==> config.mk <==
export PLATFORM = sky130hd
export DESIGN_NAME = fpalu_top
export DESIGN_NICKNAME = d
export VERILOG_FILES = /design/src/fpalu_pkg.sv /design/src/fpalu_adder.sv /design/src/fpalu_cmp.sv /design/src/fpalu_top.sv
export SDC_FILE = /design/constraint.sdc
export NUM_CORES = 1
export LEC_CHECK = 0
export BUFFER_PORTS_ARGS = -buffer_cell sky130_fd_sc_hd__buf_4
export CAP_MARGIN = 20
export CELL_PAD_IN_SITES_DETAIL_PLACEMENT = 1
export CELL_PAD_IN_SITES_GLOBAL_PLACEMENT = 1
export CORE_AREA = 2 2 212 235
export DETAILED_ROUTE_END_ITERATION = 12
export DIE_AREA = 0 0 214 237
export PLACE_DENSITY_LB_ADDON = 0.3
export SYNTH_ARGS = -nofsm -noshare
export SYNTH_HDL_FRONTEND = slang
export SYNTH_HIERARCHICAL = 1
export SYNTH_SLANG_ARGS = --single-unit
==> constraint.sdc <==
create_clock -name clock -period 7.56 [get_ports clock]
set_input_delay 1.512 -clock clock [delete_from_list [all_inputs] [get_ports clock]]
set_output_delay 1.512 -clock clock [all_outputs]
set_load 0.01 [all_outputs]
==> src/fpalu_pkg.sv <==
// Purpose: Shared constants and types for the fixed-point ALU slice
//          (subtract, add with carry, subtract with borrow, average, compares).
// Assumes: 40-bit data registers, fixed-point field in bits 39:8.
// Notes:   Register offsets and status bit positions are local choices.
package fpalu_pkg;

	localparam int FX_W  = 32;
	localparam int EXT_W = 8;
	localparam int REG_W = FX_W + EXT_W;
	localparam int N_PE  = 2;
	localparam int ADR_W = 8;

	// Register byte addresses
	localparam logic [ADR_W-1:0] ADDR_FIRST_MODE = 8'h00;
	localparam logic [ADR_W-1:0] ADDR_STAT_X     = 8'h04;
	localparam logic [ADR_W-1:0] ADDR_STAT_Y     = 8'h08;
	localparam logic [ADR_W-1:0] ADDR_STKY_X     = 8'h0C;
	localparam logic [ADR_W-1:0] ADDR_STKY_Y     = 8'h10;

	// Arithmetic status bit positions
	localparam int ST_ZERO    = 0;
	localparam int ST_OVF     = 1;
	localparam int ST_NEG     = 2;
	localparam int ST_CARRY   = 3;
	localparam int ST_SIGN    = 4;
	localparam int ST_INV     = 5;
	localparam int ST_FLOAT   = 10;
	localparam int ST_HIST_LO = 24;
	localparam int ST_HIST_HI = 31;

	// Sticky bit positions
	localparam int STK_UNDER  = 0;
	localparam int STK_FOVF   = 1;
	localparam int STK_XOVF   = 2;
	localparam int STK_INV    = 3;

	// First mode register bit positions
	localparam int MODE_TRUNC = 15;
	localparam int MODE_SAT   = 13;

	localparam logic [31:0] FIRST_MODE_RST = 32'h0000_0000;
	localparam logic [31:0] STAT_RST       = 32'h0000_0000;
	localparam logic [31:0] STKY_RST       = 32'h0000_0000;

	localparam logic [FX_W-1:0]  SAT_POS  = 32'h7FFF_FFFF;
	localparam logic [FX_W-1:0]  SAT_NEG  = 32'h8000_0000;
	localparam logic [EXT_W-1:0] EXT_ZERO = 8'h00;

	typedef enum logic [2:0] {
		OP_NOP   = 3'b000,
		OP_SUB   = 3'b001,
		OP_ADDC  = 3'b010,
		OP_SUBB  = 3'b011,
		OP_AVG   = 3'b100,
		OP_COMP  = 3'b101,
		OP_UNSIGNED_COMPARE_OP = 3'b110,
		OP_FCMP  = 3'b111
	} fpalu_op_t;

	typedef struct packed {
		logic      valid;
		fpalu_op_t op;
		logic      simd;
		logic      fcmp_greater;
	} fpalu_req_t;

	typedef struct packed {
		logic [REG_W-1:0] first;
		logic [REG_W-1:0] second;
	} fpalu_opnd_t;

	typedef struct packed {
		logic             we;
		logic [REG_W-1:0] data;
	} fpalu_res_t;

endpackage : fpalu_pkg

==> src/fpalu_adder.sv <==
// Purpose: 32-bit adder exposing the carries of its two top stages.
// Assumes: Subtraction is done by the caller inverting the second operand.
// Notes:   Split at bit 31 so the carry into the top stage is visible.
`timescale 1ns/100ps
`default_nettype none
module fpalu_adder
	import fpalu_pkg::*;
(
	input  wire logic [FX_W-1:0] a,
	input  wire logic [FX_W-1:0] b,
	input  wire logic            cin,
	output var  logic [FX_W-1:0] sum,
	output var  logic            carry_top,
	output var  logic            carry_pre
);
	logic [FX_W-1:0] low;
	logic [1:0]      high;

	always_comb begin
		low       = {1'b0, a[FX_W-2:0]} + {1'b0, b[FX_W-2:0]} + {{(FX_W-1){1'b0}}, cin};
		carry_pre = low[FX_W-1];
		high      = {1'b0, a[FX_W-1]} + {1'b0, b[FX_W-1]} + {1'b0, carry_pre};
		carry_top = high[1];
		sum       = {high[0], low[FX_W-2:0]};
	end

endmodule : fpalu_adder
`default_nettype wire

==> src/fpalu_cmp.sv <==
// Purpose: Signed or unsigned magnitude compare of two fixed-point fields.
// Assumes: Purely combinational; the caller registers the outcome.
// Notes:   Greater is neither equal nor less.
`timescale 1ns/100ps
`default_nettype none
module fpalu_cmp
	import fpalu_pkg::*;
(
	input  wire logic [FX_W-1:0] a,
	input  wire logic [FX_W-1:0] b,
	input  wire logic            is_unsigned,
	output var  logic            equal,
	output var  logic            less,
	output var  logic            greater
);
	always_comb begin
		equal   = (a == b);
		less    = is_unsigned ? (a < b) : ($signed(a) < $signed(b));
		greater = ~equal & ~less;
	end

endmodule : fpalu_cmp
`default_nettype wire

==> src/fpalu_top.sv <==
// Purpose: Fixed-point ALU slice for two processing elements, with status,
//          sticky and first mode registers on a plain register port.
// Assumes: One request per cycle; results and flags appear one cycle later.
// Notes:   Processing element y acts only when the request is marked SIMD.
`timescale 1ns/100ps
`default_nettype none
module fpalu_top
	import fpalu_pkg::*;
(
	input  wire logic                        clock,
	input  wire logic                        srst,
	input  wire fpalu_pkg::fpalu_req_t       req,
	input  wire fpalu_pkg::fpalu_opnd_t      opnd_x,
	input  wire fpalu_pkg::fpalu_opnd_t      opnd_y,
	output var  fpalu_pkg::fpalu_res_t       res_x,
	output var  fpalu_pkg::fpalu_res_t       res_y,
	output var  logic [31:0]                 status_x,
	output var  logic [31:0]                 status_y,
	output var  logic [31:0]                 first_mode_reg,
	input  wire logic [fpalu_pkg::ADR_W-1:0] reg_addr,
	input  wire logic [31:0]                 reg_wdata,
	input  wire logic                        reg_we,
	input  wire logic                        reg_re,
	output var  logic [31:0]                 reg_rdata
);
	import fpalu_pkg::*;

	// Per-element state, index 0 is element x, index 1 is element y
	logic [31:0]      stat    [N_PE];
	logic [31:0]      stky    [N_PE];
	logic [31:0]      next_stat [N_PE];
	logic [31:0]      next_stky [N_PE];
	logic [FX_W-1:0]  next_fx [N_PE];
	logic             pe_en   [N_PE];
	logic             wr_dest [N_PE];
	logic             sw_stat_we [N_PE];
	logic             sw_stky_we [N_PE];
	fpalu_opnd_t      opnd    [N_PE];
	fpalu_res_t       res     [N_PE];

	logic sat_en;
	logic trunc_en;
	logic is_arith;
	logic is_addsub;
	logic is_cmp;

	assign opnd[0]  = opnd_x;
	assign opnd[1]  = opnd_y;
	assign status_x = stat[0];
	assign status_y = stat[1];
	assign res_x    = res[0];
	assign res_y    = res[1];

	assign sat_en   = first_mode_reg[MODE_SAT];
	assign trunc_en = first_mode_reg[MODE_TRUNC];

	// Operation classes
	always_comb begin
		is_addsub = 1'b0;
		is_arith  = 1'b0;
		is_cmp    = 1'b0;
		unique case (req.op)
			OP_SUB, OP_ADDC, OP_SUBB: begin
				is_addsub = 1'b1;
				is_arith  = 1'b1;
			end
			OP_AVG: begin
				is_arith  = 1'b1;
			end
			OP_COMP, OP_UNSIGNED_COMPARE_OP: begin
				is_cmp    = 1'b1;
			end
			OP_NOP, OP_FCMP: begin
				is_arith  = 1'b0;
			end
		endcase
	end

	// Software write strobes for the per-element registers
	assign sw_stat_we[0] = reg_we && (reg_addr == ADDR_STAT_X);
	assign sw_stat_we[1] = reg_we && (reg_addr == ADDR_STAT_Y);
	assign sw_stky_we[0] = reg_we && (reg_addr == ADDR_STKY_X);
	assign sw_stky_we[1] = reg_we && (reg_addr == ADDR_STKY_Y);

	// Element y joins in only for SIMD requests
	assign pe_en[0] = req.valid;
	assign pe_en[1] = req.valid && req.simd;

	for (genvar p = 0; p < N_PE; p++) begin : g_pe
		logic [FX_W-1:0] fx_a;
		logic [FX_W-1:0] fx_b;
		logic [FX_W-1:0] add_b;
		logic            add_cin;
		logic [FX_W-1:0] sum;
		logic            c_top;
		logic            c_pre;
		logic            ovf;
		logic            avg_sign;
		logic [FX_W-1:0] avg_half;
		logic [FX_W-1:0] avg_res;
		logic            cmp_eq;
		logic            cmp_lt;
		logic            cmp_gt;
		logic            hist_in;

		assign fx_a = opnd[p].first[REG_W-1:EXT_W];
		assign fx_b = opnd[p].second[REG_W-1:EXT_W];

		// Adder operand selection; borrow is one minus carry, so a + ~b + carry
		always_comb begin
			add_b   = fx_b;
			add_cin = 1'b0;
			unique case (req.op)
				OP_SUB: begin
					add_b   = ~fx_b;
					add_cin = 1'b1;
				end
				OP_ADDC: begin
					add_cin = stat[p][ST_CARRY];
				end
				OP_SUBB: begin
					add_b   = ~fx_b;
					add_cin = stat[p][ST_CARRY];
				end
				OP_NOP, OP_AVG, OP_COMP, OP_UNSIGNED_COMPARE_OP, OP_FCMP: begin
					add_cin = 1'b0;
				end
			endcase
		end

		fpalu_adder u_adder (
			.a         (fx_a),
			.b         (add_b),
			.cin       (add_cin),
			.sum       (sum),
			.carry_top (c_top),
			.carry_pre (c_pre)
		);

		fpalu_cmp u_cmp (
			.a           (fx_a),
			.b           (fx_b),
			.is_unsigned (req.op == OP_UNSIGNED_COMPARE_OP),
			.equal       (cmp_eq),
			.less        (cmp_lt),
			.greater     (cmp_gt)
		);

		assign ovf = c_top ^ c_pre;

		// Average: 33-bit signed sum halved, then rounded to nearest even
		always_comb begin
			avg_sign = fx_a[FX_W-1] ^ fx_b[FX_W-1] ^ c_top;
			avg_half = {avg_sign, sum[FX_W-1:1]};
			if (!trunc_en && sum[0] && sum[1]) begin
				avg_res = avg_half + {{(FX_W-1){1'b0}}, 1'b1};
			end else begin
				avg_res = avg_half;
			end
		end

		// Destination fixed-point value
		always_comb begin
			if (req.op == OP_AVG) begin
				next_fx[p] = avg_res;
			end else if (sat_en && ovf) begin
				next_fx[p] = c_top ? SAT_NEG : SAT_POS;
			end else begin
				next_fx[p] = sum;
			end
		end

		assign wr_dest[p] = pe_en[p] && is_arith;
		assign hist_in    = (req.op == OP_FCMP) ? req.fcmp_greater : cmp_gt;

		// Next status word for this element
		always_comb begin
			next_stat[p] = stat[p];
			if (pe_en[p] && (is_arith || is_cmp)) begin
				next_stat[p][ST_SIGN]  = 1'b0;
				next_stat[p][ST_INV]   = 1'b0;
				next_stat[p][ST_FLOAT] = 1'b0;
			end
			if (pe_en[p] && is_arith) begin
				next_stat[p][ST_ZERO]  = (next_fx[p] == '0);
				next_stat[p][ST_NEG]   = next_fx[p][FX_W-1];
				next_stat[p][ST_CARRY] = c_top;
				next_stat[p][ST_OVF]   = is_addsub ? ovf : 1'b0;
			end
			if (pe_en[p] && is_cmp) begin
				next_stat[p][ST_ZERO]  = cmp_eq;
				next_stat[p][ST_NEG]   = cmp_lt;
				next_stat[p][ST_OVF]   = 1'b0;
				next_stat[p][ST_CARRY] = 1'b0;
			end
			// History shifts only on compares, dropping its lowest bit
			if (pe_en[p] && (is_cmp || req.op == OP_FCMP)) begin
				next_stat[p][ST_HIST_HI:ST_HIST_LO] =
					{hist_in, stat[p][ST_HIST_HI:ST_HIST_LO+1]};
			end
		end

		// Sticky word: hardware set wins over a software clear
		always_comb begin
			next_stky[p] = sw_stky_we[p] ? reg_wdata : stky[p];
			if (pe_en[p] && is_addsub && ovf) begin
				next_stky[p][STK_XOVF] = 1'b1;
			end
		end

		// Status register: an executing operation takes precedence over software
		always_ff @(posedge clock) begin
			if (srst) begin
				stat[p] <= STAT_RST;
			end else if (pe_en[p] && is_arith) begin
				stat[p] <= next_stat[p];
			end else if (pe_en[p] && (is_cmp || req.op == OP_FCMP)) begin
				stat[p] <= next_stat[p];
			end else if (sw_stat_we[p]) begin
				stat[p] <= reg_wdata;
			end
		end

		always_ff @(posedge clock) begin
			if (srst) begin
				stky[p] <= STKY_RST;
			end else begin
				stky[p] <= next_stky[p];
			end
		end

		// Destination write back with cleared extension field
		always_ff @(posedge clock) begin
			if (srst) begin
				res[p] <= '0;
			end else begin
				res[p].we <= wr_dest[p];
				if (wr_dest[p]) begin
					res[p].data <= {next_fx[p], EXT_ZERO};
				end
			end
		end
	end

	// First mode register steers saturation and rounding
	always_ff @(posedge clock) begin
		if (srst) begin
			first_mode_reg <= FIRST_MODE_RST;
		end else if (reg_we && (reg_addr == ADDR_FIRST_MODE)) begin
			first_mode_reg <= reg_wdata;
		end
	end

	// Read data stands only in the cycle after the read strobe
	always_ff @(posedge clock) begin
		if (srst) begin
			reg_rdata <= '0;
		end else if (reg_re) begin
			unique case (reg_addr)
				ADDR_FIRST_MODE: reg_rdata <= first_mode_reg;
				ADDR_STAT_X:     reg_rdata <= stat[0];
				ADDR_STAT_Y:     reg_rdata <= stat[1];
				ADDR_STKY_X:     reg_rdata <= stky[0];
				ADDR_STKY_Y:     reg_rdata <= stky[1];
				default:         reg_rdata <= '0;
			endcase
		end else begin
			reg_rdata <= '0;
		end
	end

endmodule : fpalu_top
`default_nettype wire

Word-level counts from Yosys, hierarchy flattened. Memory sizes are Yosys's and may differ from the RTL's. Index checks and enable logic that the tools add are counted.

Flip-flop bits (word level): 64. RAM bits: 194. Bits of input ports: 210. Output and inout bits: 210. Word-level logic and storage cells: 172. Memories: 3.

Memory list: res (words 2, bits a word 33, rd ports 2, clocked after memory_dff 0, wr ports 2, line fpalu_top.sv:39) `fpalu_res_t res [N_PE];`; stat (words 2, bits a word 32, rd ports 2, clocked after memory_dff 0, wr ports 2, line fpalu_top.sv:29) `logic [31:0] stat [N_PE];`; stky (words 2, bits a word 32, rd ports 2, clocked after memory_dff 0, wr ports 2, line fpalu_top.sv:30) `logic [31:0] stky [N_PE];`.

$add $sub $neg: 10. $lt $le $gt $ge: 4. Equal/unequal tests: 13. Mux-type cells: 75. Bitwise operators: 27. Reductions and logical operators: 38.

Operators with widths (count): $mux 32 (22); $pmux 32 s5 (1); $lt 32x32->1 (4); $add 31x31->32 (2); $add 32x1->32 (2); $add 32x1->32 const B (2); $eq 32x32->1 (2); $logic_not 32->1 (2); $not 32->32 (2); $mux 1 (42); $logic_and 1x1->1 (24); $eq 8x4->1 const B (2); $mux 4 (4); $mux 8 (2); $eq 3x3->1 const B (4); $or 1x1->1 (12); $eq 8x3->1 const B (1); $eq 8x5->1 const B (1); $logic_not 8->1 (1); $reduce_or 2->1 (4); $eq 3x2->1 const B (2); $pmux 1 s3 (2); $xor 1x1->1 (6); $not 1->1 (5); other kinds (11) (16).

Longest topological paths before layout. Gate-level depths: netlist (run 1).

Word-level depth: 16. Depth in mapped cells: 26. Gate-level depth less buffers: 20.

Modules after synthesis. The synthesis (run 1) kept the hierarchy.

Modules (own cells, without submodules): fpalu_top (times used 1, cells an instance 1543, area each 13925.9 um2, seq. area each 6446.2 um2); fpalu_adder at g_pe[0].u_adder (times used 1, cells an instance 253, area each 1860.5 um2, seq. area each 0.0 um2); fpalu_cmp (times used 2, cells an instance 114, area each 849.6 um2, seq. area each 0.0 um2); fpalu_adder at g_pe[1].u_adder (times used 1, cells an instance 226, area each 1627.8 um2, seq. area each 0.0 um2).

Worst setup path after synthesis (run 1). No wires, ideal clock.

Path kind: input-to-reg. From: input req[4] (netlist bit). To: memory stat[1][0] (data pin). Data arrival time: 6.567 ns. Path slack: 0.828 ns. Stages on the path: 24. Buffers on the path: 6. Cell sequence: clkbuf_1 nand2b_1 clkbuf_1 buf_1 xnor2_1 ha_1 o211a_1 a211o_1 a211oi_2 nor3_1 o22ai_2 nor3_1 or4_1 buf_2 xor2_1 and2_1 buf_2 clkbuf_1 o21ai_0 nand2_1 a211oi_1 nand4_1 or3b_1 o31ai_2.

RTL lines: from (decl) (line fpalu_top.sv:12) `input wire fpalu_pkg::fpalu_req_t req,`; to (decl) (line fpalu_top.sv:29).

==> impl_metrics.env, run 1 <==
export IMPL_status="complete, no violations"
export IMPL_synth_top_area_share_pct=20.11
export IMPL_netlist_top_cells_count="nand2_1 (330), a21oi_1 (225), nor2_1 (146)"
export IMPL_chipHeight_um=237
export IMPL_syn_inst=2250
export IMPL_p_int_mw=3.006
export IMPL_cts_resized=0
export IMPL_cts_htree_levels=1
export IMPL_power_leakage_nw=9.664
export IMPL_synth_edff_count=128
export IMPL_comb_power_share_pct=35.3
export IMPL_holdPathStages=2
export IMPL_r2r_cells=20
export IMPL_numCtsBuffers=28
export IMPL_ios=420
export IMPL_ctsLongestPathBuffers=3
export IMPL_syn_area_um2=19110
export IMPL_hold_start="stky[0][9]$_SDFFE_PP0P_"
export IMPL_clkTransAtPathRegs_ns=0.06
export IMPL_fmax_mhz=146.8
export IMPL_avgViaCountPerCell=5.723
export IMPL_ys_flop_type="dfxtp_1"
export IMPL_yosys_area_share_xor_xnor_pct=7.836
export IMPL_clkPwrFrac_pct=30.5
export IMPL_synthMuxAreaShare_pct=2.756
export IMPL_critPathMaxStageDelay_ns=0.47
export IMPL_grt_setup_unrepaired="false"
export IMPL_stdcell_area_um2=23380
export IMPL_async_flop_share_pct=0
export IMPL_finalMaxSlewViolations=0
export IMPL_via_count=18500
export IMPL_finalSetupViolations=0
export IMPL_r2r_setup_slack_ns=1.60
export IMPL_yosysMostFrequentCell="nand2_1"
export IMPL_arrival_ns=7.18
export IMPL_worst_slew_pin_slew_ns=1.083
export IMPL_worst_path_max_fanout=39
export IMPL_period_needed_ns=6.812
export IMPL_critPathLaunch="req[4]"
export IMPL_ant_nets=0
export IMPL_coreArea_um2=48390
export IMPL_initial_core_util_pct=39.50
export IMPL_synth_seq_cells=258
export IMPL_drive_above_1_share_pct=21.72
export IMPL_end_kind="flop"
export IMPL_finalCritPeriodShare_pct=90.11
export IMPL_cts_sinks=258
export IMPL_port_buffer_count=371
export IMPL_synth_fa_ha_area_share_pct=8.877
export IMPL_min_to="stky[0][9]$_SDFFE_PP0P_"
export IMPL_synth_compound_area_share_pct=21.03
export IMPL_cts_root_buf="clkbuf_16"
export IMPL_routed_top_layer="met4"
export IMPL_finalClockSkew_ns=0.009966
export IMPL_num_rows=85
export IMPL_track_usage_pct=26.25
export IMPL_synth_cell_types=102
export IMPL_drc=0
export IMPL_synth_area_top_cells="edfxtp_1 (20%), dfxtp_1 (14%), ha_1 (8.2%)"
export IMPL_power_switching_mw=1.629
export IMPL_met2WireLength_um=34160
export IMPL_synth_top_family_by_area="compound AO/OA/AOI/OAI gates"
export IMPL_met1_length_um=29100
export IMPL_registers_top_by_ff_count="res"
export IMPL_wire_per_inst_um=21.41
export IMPL_placed_cell_area_um2=22430
export IMPL_irDropWorstVdd_mv=0.1604
export IMPL_syn_area_per_cell_um2=8.495
export IMPL_largest_reg_flops=66
export IMPL_synthSimpleGateAreaFrac_pct=19.99
export IMPL_area_delta_synth_final_pct=22.35
export IMPL_power_density_nw_per_um2=198.2
export IMPL_ys_seq_area_share_pct=33.73
export IMPL_die_x_um=214
export IMPL_grt_antenna_before_repair=2
export IMPL_r2r_end="stat[1][0]$_SDFFCE_PP0P_"
export IMPL_grt_pass1_wl_um=107300
export IMPL_fin_util_pct=48.33
export IMPL_cts_tree="built"
export IMPL_grt_ovfl_total=0
export IMPL_drv_cap=0
export IMPL_post_cts_setup_buffers=0
export IMPL_hp_class="reg -> reg"
export IMPL_cts_hold_buf=0
export IMPL_grt_pass1_vias=19190
export IMPL_timing_critical_path_required_ns=7.93
export IMPL_yosysWarnings=6
export IMPL_top_regs="res (66), stat (64), stky (64)"
export IMPL_fin_tns_setup_ns=0
export IMPL_crit_type="in -> reg"
export IMPL_worstReg2RegStart="stat[1][3]$_SDFFCE_PP0P_"
export IMPL_grt_start_max_net_pins=64
export IMPL_route_met3_wl_um=3817
export IMPL_layout_nets=2898
export IMPL_crit_path_cell_trace="buf_4 > nand2b_4 > buf_12 > xnor2_1 > ha_1 > a21oi_1 > o21ai_0 > a221oi_1 > nand2_1 > o22ai_2 > nor3_1 > nor4_1 > fa_1 > inv_1 > xor2_1 > and2_1 > buf_4 > o21ai_0 > nand2_1 > a211oi_1 > nand4_1 > or3b_1 > o31ai_2"
export IMPL_start_kind="input pin"
export IMPL_crit_slowest_cell="a211oi_1"
export IMPL_switching_share_pct=35.16
export IMPL_seqPwrFrac_pct=34.2
export IMPL_place_congestion=0.8870
export IMPL_relSlewSlack_pct=27.81
export IMPL_hpwl_um=53080
export IMPL_wl_um=69190
export IMPL_finalHoldViolations=0
export IMPL_drt_iter0_drc=1171
export IMPL_dieArea_um2=50720
export IMPL_yosysTopAreaCell="edfxtp_1"
export IMPL_dr_pass1_iters=6
export IMPL_insertion_delay_ns=0.55
## area by class of cell
| class | count | area, um^2 |
|---|---|---|
| sequential | 258 | 6446 |
| antenna | 2 | 5.005 |
| multi-input combinational | 1745 | 11650 |
| tap | 652 | 815.8 |
| timing repair buffer | 409 | 3083 |
| clock inverter | 15 | 141.4 |
| fill | 5737 | 25010 |
| clock buffer | 37 | 810.8 |
| inverter | 114 | 427.9 |
## cell families (layout without fill, tap and decap cells)
group / count (synthesis) / count (layout)
AND/OR/NAND/NOR: 788 / 788
AO/OA/AOI/OAI: 590 / 590
buffers and inverters: 262 / 575
flip-flops: 258 / 258
XOR/XNOR: 171 / 171
adder cells (fa/ha/maj): 132 / 132
multiplexers: 48 / 48
other: 1 / 18
## power groups by stage
stage / sequential [mW] / clock, mW / combinational (mW)
global route: 1.59 / 1.49 / 1.80
finish: 1.59 / 1.41 / 1.63
CTS: 1.59 / 1.44 / 1.63
detailed placement: 1.62 / 0 / 1.62
floorplan: 1.63 / 0 / 1.05
global placement: 1.61 / 0 / 1.57
## cells in the final DEF, fill, tap and decap left out, types with 17 or more instances in the layout
master	instances
ha_1	126
and2_1	60
nor4_1	17
a21o_1	40
nor3_1	29
nand2_1	330
xor2_1	35
nand3_1	46
a21oi_1	225
nor2_1	146
a211oi_1	17
xnor2_1	136
dfxtp_1	130
buf_4	408
clkbuf_16	30
and3_1	20
o21ai_0	86
edfxtp_1	128
nand4_1	42
mux2_2	37
a22o_1	44
inv_1	114
a222oi_1	32
## layer usage
metal | global-route usage (%) | up-vias
met3 | 3.571 | 111
met4 | 8.815 | 0
met1 | 32.48 | 9147
met2 | 46.82 | 572
met5 | 0 | -
li1 | - | 8667
## per-stage QoR
stage               hold slack (ns)  power [mW]  std cells  setup slack (ns)
finish                       0.4523       4.635       3232            0.7478
global route                 0.4781       4.881       3232            0.2160
CTS                          0.4533       4.654       3230            0.6051
detailed placement           0.4454       3.239       3178           0.03955
global placement             0.4339       3.188       3178            0.2222
floorplan                    0.4284       2.678       2265            0.8283
## critical path, delay by kind of cell
family          cells  cell delay [ns]
xor+xnor            2             0.37
compound gates      7             1.99
simple gates        8             1.86
fa+ha+maj           2             0.63
buf+inv             4             0.78
## worst max-delay path by stage
stage	cells after the start	end
floorplan	24	stat[1][0]$_SDFFCE_PP0P_
global placement	24	stat[1][0]$_SDFFCE_PP0P_
detailed placement	24	stat[1][0]$_SDFFCE_PP0P_
CTS	24	stat[1][0]$_SDFFCE_PP0P_
global route	23	stat[1][0]$_SDFFCE_PP0P_
finish	23	stat[1][0]$_SDFFCE_PP0P_
Note: power is estimated with default switching activity, not from simulation.
==> inputs of run 2 (changes only) <==
PLACE_DENSITY_LB_ADDON = 0.05   (was 0.3)
==> impl_metrics.env, run 2 (synthesized netlist as in run 1, its figures left out) <==
export IMPL_status="complete, no violations"
export IMPL_switching_share_pct=35.73
export IMPL_avgViaCountPerCell=5.645
export IMPL_cts_resized=0
export IMPL_timing_critical_path_required_ns=7.93
export IMPL_dieArea_um2=50720
export IMPL_post_place_ws_ns=0.2601
export IMPL_fin_tns_setup_ns=0
export IMPL_regArea_um2=6446
export IMPL_nFillCells=5774
export IMPL_layout_commonest_cell="buf_4"
export IMPL_p_int_mw=2.897
export IMPL_worst_slew_pin_slew_ns=1.111
export IMPL_grt_pass1_wl_um=108700
export IMPL_place_congestion=0.9010
export IMPL_finalMaxSlewViolations=0
export IMPL_place_inst=3185
export IMPL_track_usage_pct=26.76
export IMPL_finalClockSkew_ns=0.009577
export IMPL_seqPwrFrac_pct=35.2
export IMPL_power_density_nw_per_um2=193.4
export IMPL_drive_above_1_share_pct=21.57
export IMPL_stdcell_count=3235
export IMPL_cts_sinks=258
export IMPL_layout_nets=2904
export IMPL_power_mw=4.508
export IMPL_grt_ovfl_total=0
export IMPL_start_kind="input pin"
export IMPL_grt_antenna_before_repair=2
export IMPL_chipHeight_um=237
export IMPL_relSlewSlack_pct=25.90
export IMPL_worst_path_max_fanout=34
export IMPL_finalSetupViolations=0
export IMPL_placed_cell_area_um2=22480
export IMPL_power_leakage_nw=9.625
export IMPL_arrival_ns=7.07
export IMPL_num_rows=85
export IMPL_cts_hold_buf=0
export IMPL_post_cts_setup_buffers=0
export IMPL_hp_class="reg -> reg"
export IMPL_drc=0
export IMPL_drv_cap=0
export IMPL_top_regs="res (66), stat (64), stky (64)"
export IMPL_hpwl_um=53710
export IMPL_numCtsBuffers=27
export IMPL_finalHoldViolations=0
export IMPL_timing_hold_ws_ns=0.4509
export IMPL_cts_htree_levels=1
export IMPL_registers_top_by_ff_count="res"
export IMPL_coreArea_um2=48390
export IMPL_fin_util_pct=48.16
export IMPL_final_cell_mix="buf_4 (415), nand2_1 (330), a21oi_1 (224)"
export IMPL_largest_reg_flops=66
export IMPL_area_delta_synth_final_pct=21.93
export IMPL_port_buffer_count=371
export IMPL_drt_iter0_drc=1210
export IMPL_grt_start_max_net_pins=75
export IMPL_wl_um=69830
export IMPL_insertion_delay_ns=0.55
export IMPL_die_x_um=214
export IMPL_end_kind="flop"
export IMPL_ant_nets=0
export IMPL_stdcell_area_um2=23300
export IMPL_setup_slack_ns=0.8677
export IMPL_clkPwrFrac_pct=28.2
export IMPL_ios=420
export IMPL_dr_pass1_iters=6
export IMPL_initial_core_util_pct=39.50
export IMPL_wire_per_inst_um=21.59
export IMPL_ctsLongestPathBuffers=3
export IMPL_irDropWorstVdd_mv=0.1380
export IMPL_grt_setup_unrepaired="false"
export IMPL_fmax_mhz=149.4
export IMPL_grt_pass1_vias=19030
export IMPL_period_needed_ns=6.692
export IMPL_comb_power_share_pct=36.5
export IMPL_clkTransAtPathRegs_ns=0.06
export IMPL_cts_root_buf="clkbuf_16"
export IMPL_finalCritPeriodShare_pct=88.52
export IMPL_crit_type="in -> reg"
export IMPL_power_switching_mw=1.611
export IMPL_multi_input_area_um2=11660
export IMPL_cts_tree="built"
export IMPL_via_count=18260
[run 2: metal layers]
| metal | routed length (um) | vias to the layer above | part of all wire [%] | track usage [%] |
|---|---|---|---|---|
| met5 | 11 | - | 0.016 | 0 |
| met4 | 2031 | 2 | 2.9 | 8.434 |
| met3 | 3195 | 106 | 4.6 | 2.929 |
| met2 | 34200 | 500 | 49 | 46.99 |
| met1 | 30400 | 8984 | 44 | 34.37 |
| li1 | - | 8668 | - | - |
[run 2: final timing paths]
kind,depth (start not counted),slack (ns),end,startpoint
worst min-delay path,2,0.45,stky[0][1]$_SDFFE_PP0P_,stky[0][1]$_SDFFE_PP0P_
worst min register to register,2,0.45,stky[0][1]$_SDFFE_PP0P_,stky[0][1]$_SDFFE_PP0P_
worst max register to register,21,1.79,stat[1][0]$_SDFFCE_PP0P_,stat[1][3]$_SDFFCE_PP0P_
worst max-delay path,23,0.87,stat[1][0]$_SDFFCE_PP0P_,req[4]
[run 2: cell type report]
| class | count | share of cell area [%] |
|---|---|---|
| clock buffer | 42 | 3.361 |
| multi-input combinational | 1745 | 50.03 |
| antenna | 1 | 0.01074 |
| clock inverter | 7 | 0.1503 |
| timing repair buffer | 416 | 13.45 |
| tap | 652 | 3.500 |
| sequential | 258 | 27.66 |
| inverter | 114 | 1.836 |
[run 2: power by group through the flow]
stage / combinational [mW] / clock (mW) / sequential (mW)
floorplan: 1.05 / 0 / 1.63
global route: 1.82 / 1.35 / 1.59
CTS: 1.65 / 1.29 / 1.59
global placement: 1.60 / 0 / 1.62
detailed placement: 1.64 / 0 / 1.62
finish: 1.65 / 1.27 / 1.59
[run 2: worst max-delay path, stage by stage]
cell	delay (ns)
buf_4	0.18
nand2b_4	0.20
buf_12	0.26
xnor2_1	0.10
ha_1	0.42
nand2_1	0.19
nor2_1	0.25
nand3_1	0.11
nor3_1	0.32
o22ai_2	0.22
nor3_1	0.27
nor4_1	0.10
buf_4	0.14
fa_1	0.36
inv_1	0.10
xor2_1	0.14
and2_1	0.43
o31ai_1	0.35
and4_1	0.24
nand4_1	0.09
nor4_1	0.38
or3b_1	0.40
o31ai_2	0.25
==> inputs of run 3 (changes only) <==
CTS_BUF_LIST = sky130_fd_sc_hd__clkbuf_16   (was not set)
CTS_CLUSTER_DIAMETER = 30   (was not set)
==> impl_metrics.env, run 3 (synthesized netlist as in run 1, its figures left out) <==
export IMPL_registers_top_by_ff_count="res"
export IMPL_area_delta_synth_final_pct=26.32
export IMPL_clkTransAtPathRegs_ns=0.05
export IMPL_final_cell_mix="buf_4 (415), nand2_1 (330), a21oi_1 (224)"
export IMPL_grt_antenna_before_repair=2
export IMPL_grt_start_max_net_pins=75
export IMPL_place_congestion=0.9010
export IMPL_finalSetupViolations=0
export IMPL_worst_slew_pin_slew_ns=1.104
export IMPL_ant_nets=0
export IMPL_hp_class="reg -> reg"
export IMPL_worst_path_max_fanout=34
export IMPL_chipHeight_um=237
export IMPL_worstReg2RegStart="stat[1][3]$_SDFFCE_PP0P_"
export IMPL_post_place_ws_ns=0.2601
export IMPL_cts_root_buf="clkbuf_16"
export IMPL_insertion_delay_ns=0.55
export IMPL_grt_setup_unrepaired="false"
export IMPL_cts_hold_buf=0
export IMPL_finalMaxSlewViolations=0
export IMPL_num_rows=85
export IMPL_hpwl_um=53710
export IMPL_numCtsBuffers=48
export IMPL_via_count=18440
export IMPL_die_x_um=214
export IMPL_cts_tree="built"
export IMPL_hold_start="stky[0][20]$_SDFFE_PP0P_"
export IMPL_dieArea_um2=50720
export IMPL_place_inst=3185
export IMPL_r2r_setup_slack_ns=1.79
export IMPL_min_to="stky[0][20]$_SDFFE_PP0P_"
export IMPL_holdPathStages=2
export IMPL_grt_pass1_wl_um=110100
export IMPL_coreArea_um2=48390
export IMPL_wire_per_inst_um=21.49
export IMPL_r2r_end="stat[1][0]$_SDFFCE_PP0P_"
export IMPL_initial_core_util_pct=39.50
export IMPL_power_leakage_nw=10.04
export IMPL_crit_type="in -> reg"
export IMPL_drv_cap=0
export IMPL_drc=0
export IMPL_period_needed_ns=6.699
export IMPL_stdcell_count=3277
export IMPL_port_buffer_count=371
export IMPL_fmax_mhz=149.3
export IMPL_grt_ovfl_total=0
export IMPL_power_density_nw_per_um2=224.5
export IMPL_relSlewSlack_pct=26.43
export IMPL_top_regs="res (66), stat (64), stky (64)"
export IMPL_finalCritPeriodShare_pct=88.61
export IMPL_largest_reg_flops=66
export IMPL_ios=420
export IMPL_layout_nets=2925
export IMPL_cts_resized=0
export IMPL_fin_tns_setup_ns=0
export IMPL_finalHoldViolations=0
export IMPL_status="complete, no violations"
export IMPL_power_mw=5.420
export IMPL_cts_htree_levels=2
export IMPL_end_kind="flop"
export IMPL_avgViaCountPerCell=5.627
export IMPL_timing_critical_path_required_ns=7.93
export IMPL_ctsLongestPathBuffers=3
export IMPL_track_usage_pct=27.08
export IMPL_r2r_cells=23
export IMPL_arrival_ns=7.07
export IMPL_timing_hold_ws_ns=0.4499
export IMPL_wl_um=70430
export IMPL_layout_commonest_cell="buf_4"
export IMPL_drt_iter0_drc=1158
export IMPL_drive_above_1_share_pct=22.91
export IMPL_grt_pass1_vias=19290
export IMPL_start_kind="input pin"
export IMPL_irDropWorstVdd_mv=0.1487
export IMPL_dr_pass1_iters=8
export IMPL_cts_sinks=258
export IMPL_finalClockSkew_ns=0.01873
export IMPL_post_cts_setup_buffers=0
export IMPL_setup_slack_ns=0.8610
[run 3: cell types whose count changed in the layout (fill, tap and decap cells not counted), moves of 2 or more]
cell        delta
clkinv_4       +3
clkbuf_1      -11
inv_4          +2
clkinv_2       +5
inv_6          +2
inv_1          +3
clkbuf_16     +22
clkbuf_8       -3
inv_16         +2
bufinv_16      +6
clkinvlp_4     +5
clkinv_1       +5
[run 3: power by group]
group          switching [mW]  internal (mW)  total, mW
Sequential             0.0467           1.55       1.59
Combinational            1.00          0.645       1.65
Clock                   0.766           1.41       2.18
Total                    1.81           3.61       5.42
[run 3: area by class of cell]
| class | count | area (um^2) |
|---|---|---|
| clock inverters | 40 | 404.1 |
| inverters | 114 | 427.9 |
| well taps | 652 | 815.8 |
| multi-input cells | 1745 | 11660 |
| diodes | 2 | 5.005 |
| flip-flops and latches | 258 | 6446 |
| clock buffers | 50 | 1251 |
| repair buffers | 416 | 3136 |
| fillers | 5731 | 24250 |
[run 3: how the worst max path moves through the flow]
stage,from,slack (ns),end,cells after the start
after detailed placement,req[4],0.26,stat[1][0]$_SDFFCE_PP0P_,24
after global routing,req[4],0.33,stat[1][0]$_SDFFCE_PP0P_,26
after CTS,req[4],0.82,stat[1][0]$_SDFFCE_PP0P_,24
after global placement,req[4],0.26,stat[1][0]$_SDFFCE_PP0P_,23
final,req[4],0.86,stat[1][0]$_SDFFCE_PP0P_,25
after floorplan,req[4],0.83,stat[1][0]$_SDFFCE_PP0P_,24
[run 3: stage by stage]
step           utilization (%)  area, um^2
2_1_floorplan                -       19170
3_3_place_gp             46.46       22480
3_5_place_dp             46.46       22480
4_1_cts                  49.88       24140
5_1_grt                  49.90       24140
6_report                 49.90       24140
[run 3: critical path, cell delays in order]
cell and delay, ns:
buf_4 0.18, nand2b_4 0.20, buf_12 0.26, xnor2_1 0.10, ha_1 0.42, nand2_1 0.19, nor2_1 0.24, nand3_1 0.11
nor3_1 0.33, o22ai_2 0.22, nor3_1 0.27, nor4_1 0.10, buf_4 0.14, fa_1 0.36, inv_1 0.11, xor2_1 0.14
and2_1 0.42, buf_4 0.28, o21ai_0 0.18, nand2_1 0.08, a211oi_1 0.31, buf_4 0.20, nand4_1 0.06, or3b_1 0.37
o31ai_2 0.25
[run 3: layer usage]
layer  share of wire, %  track usage [%]  routed length [um]
met5                  0                0                   0
met4                2.5            8.053                1783
met2                 50            48.22               35150
met1                 43            34.21               30180
met3                4.7            3.263                3312
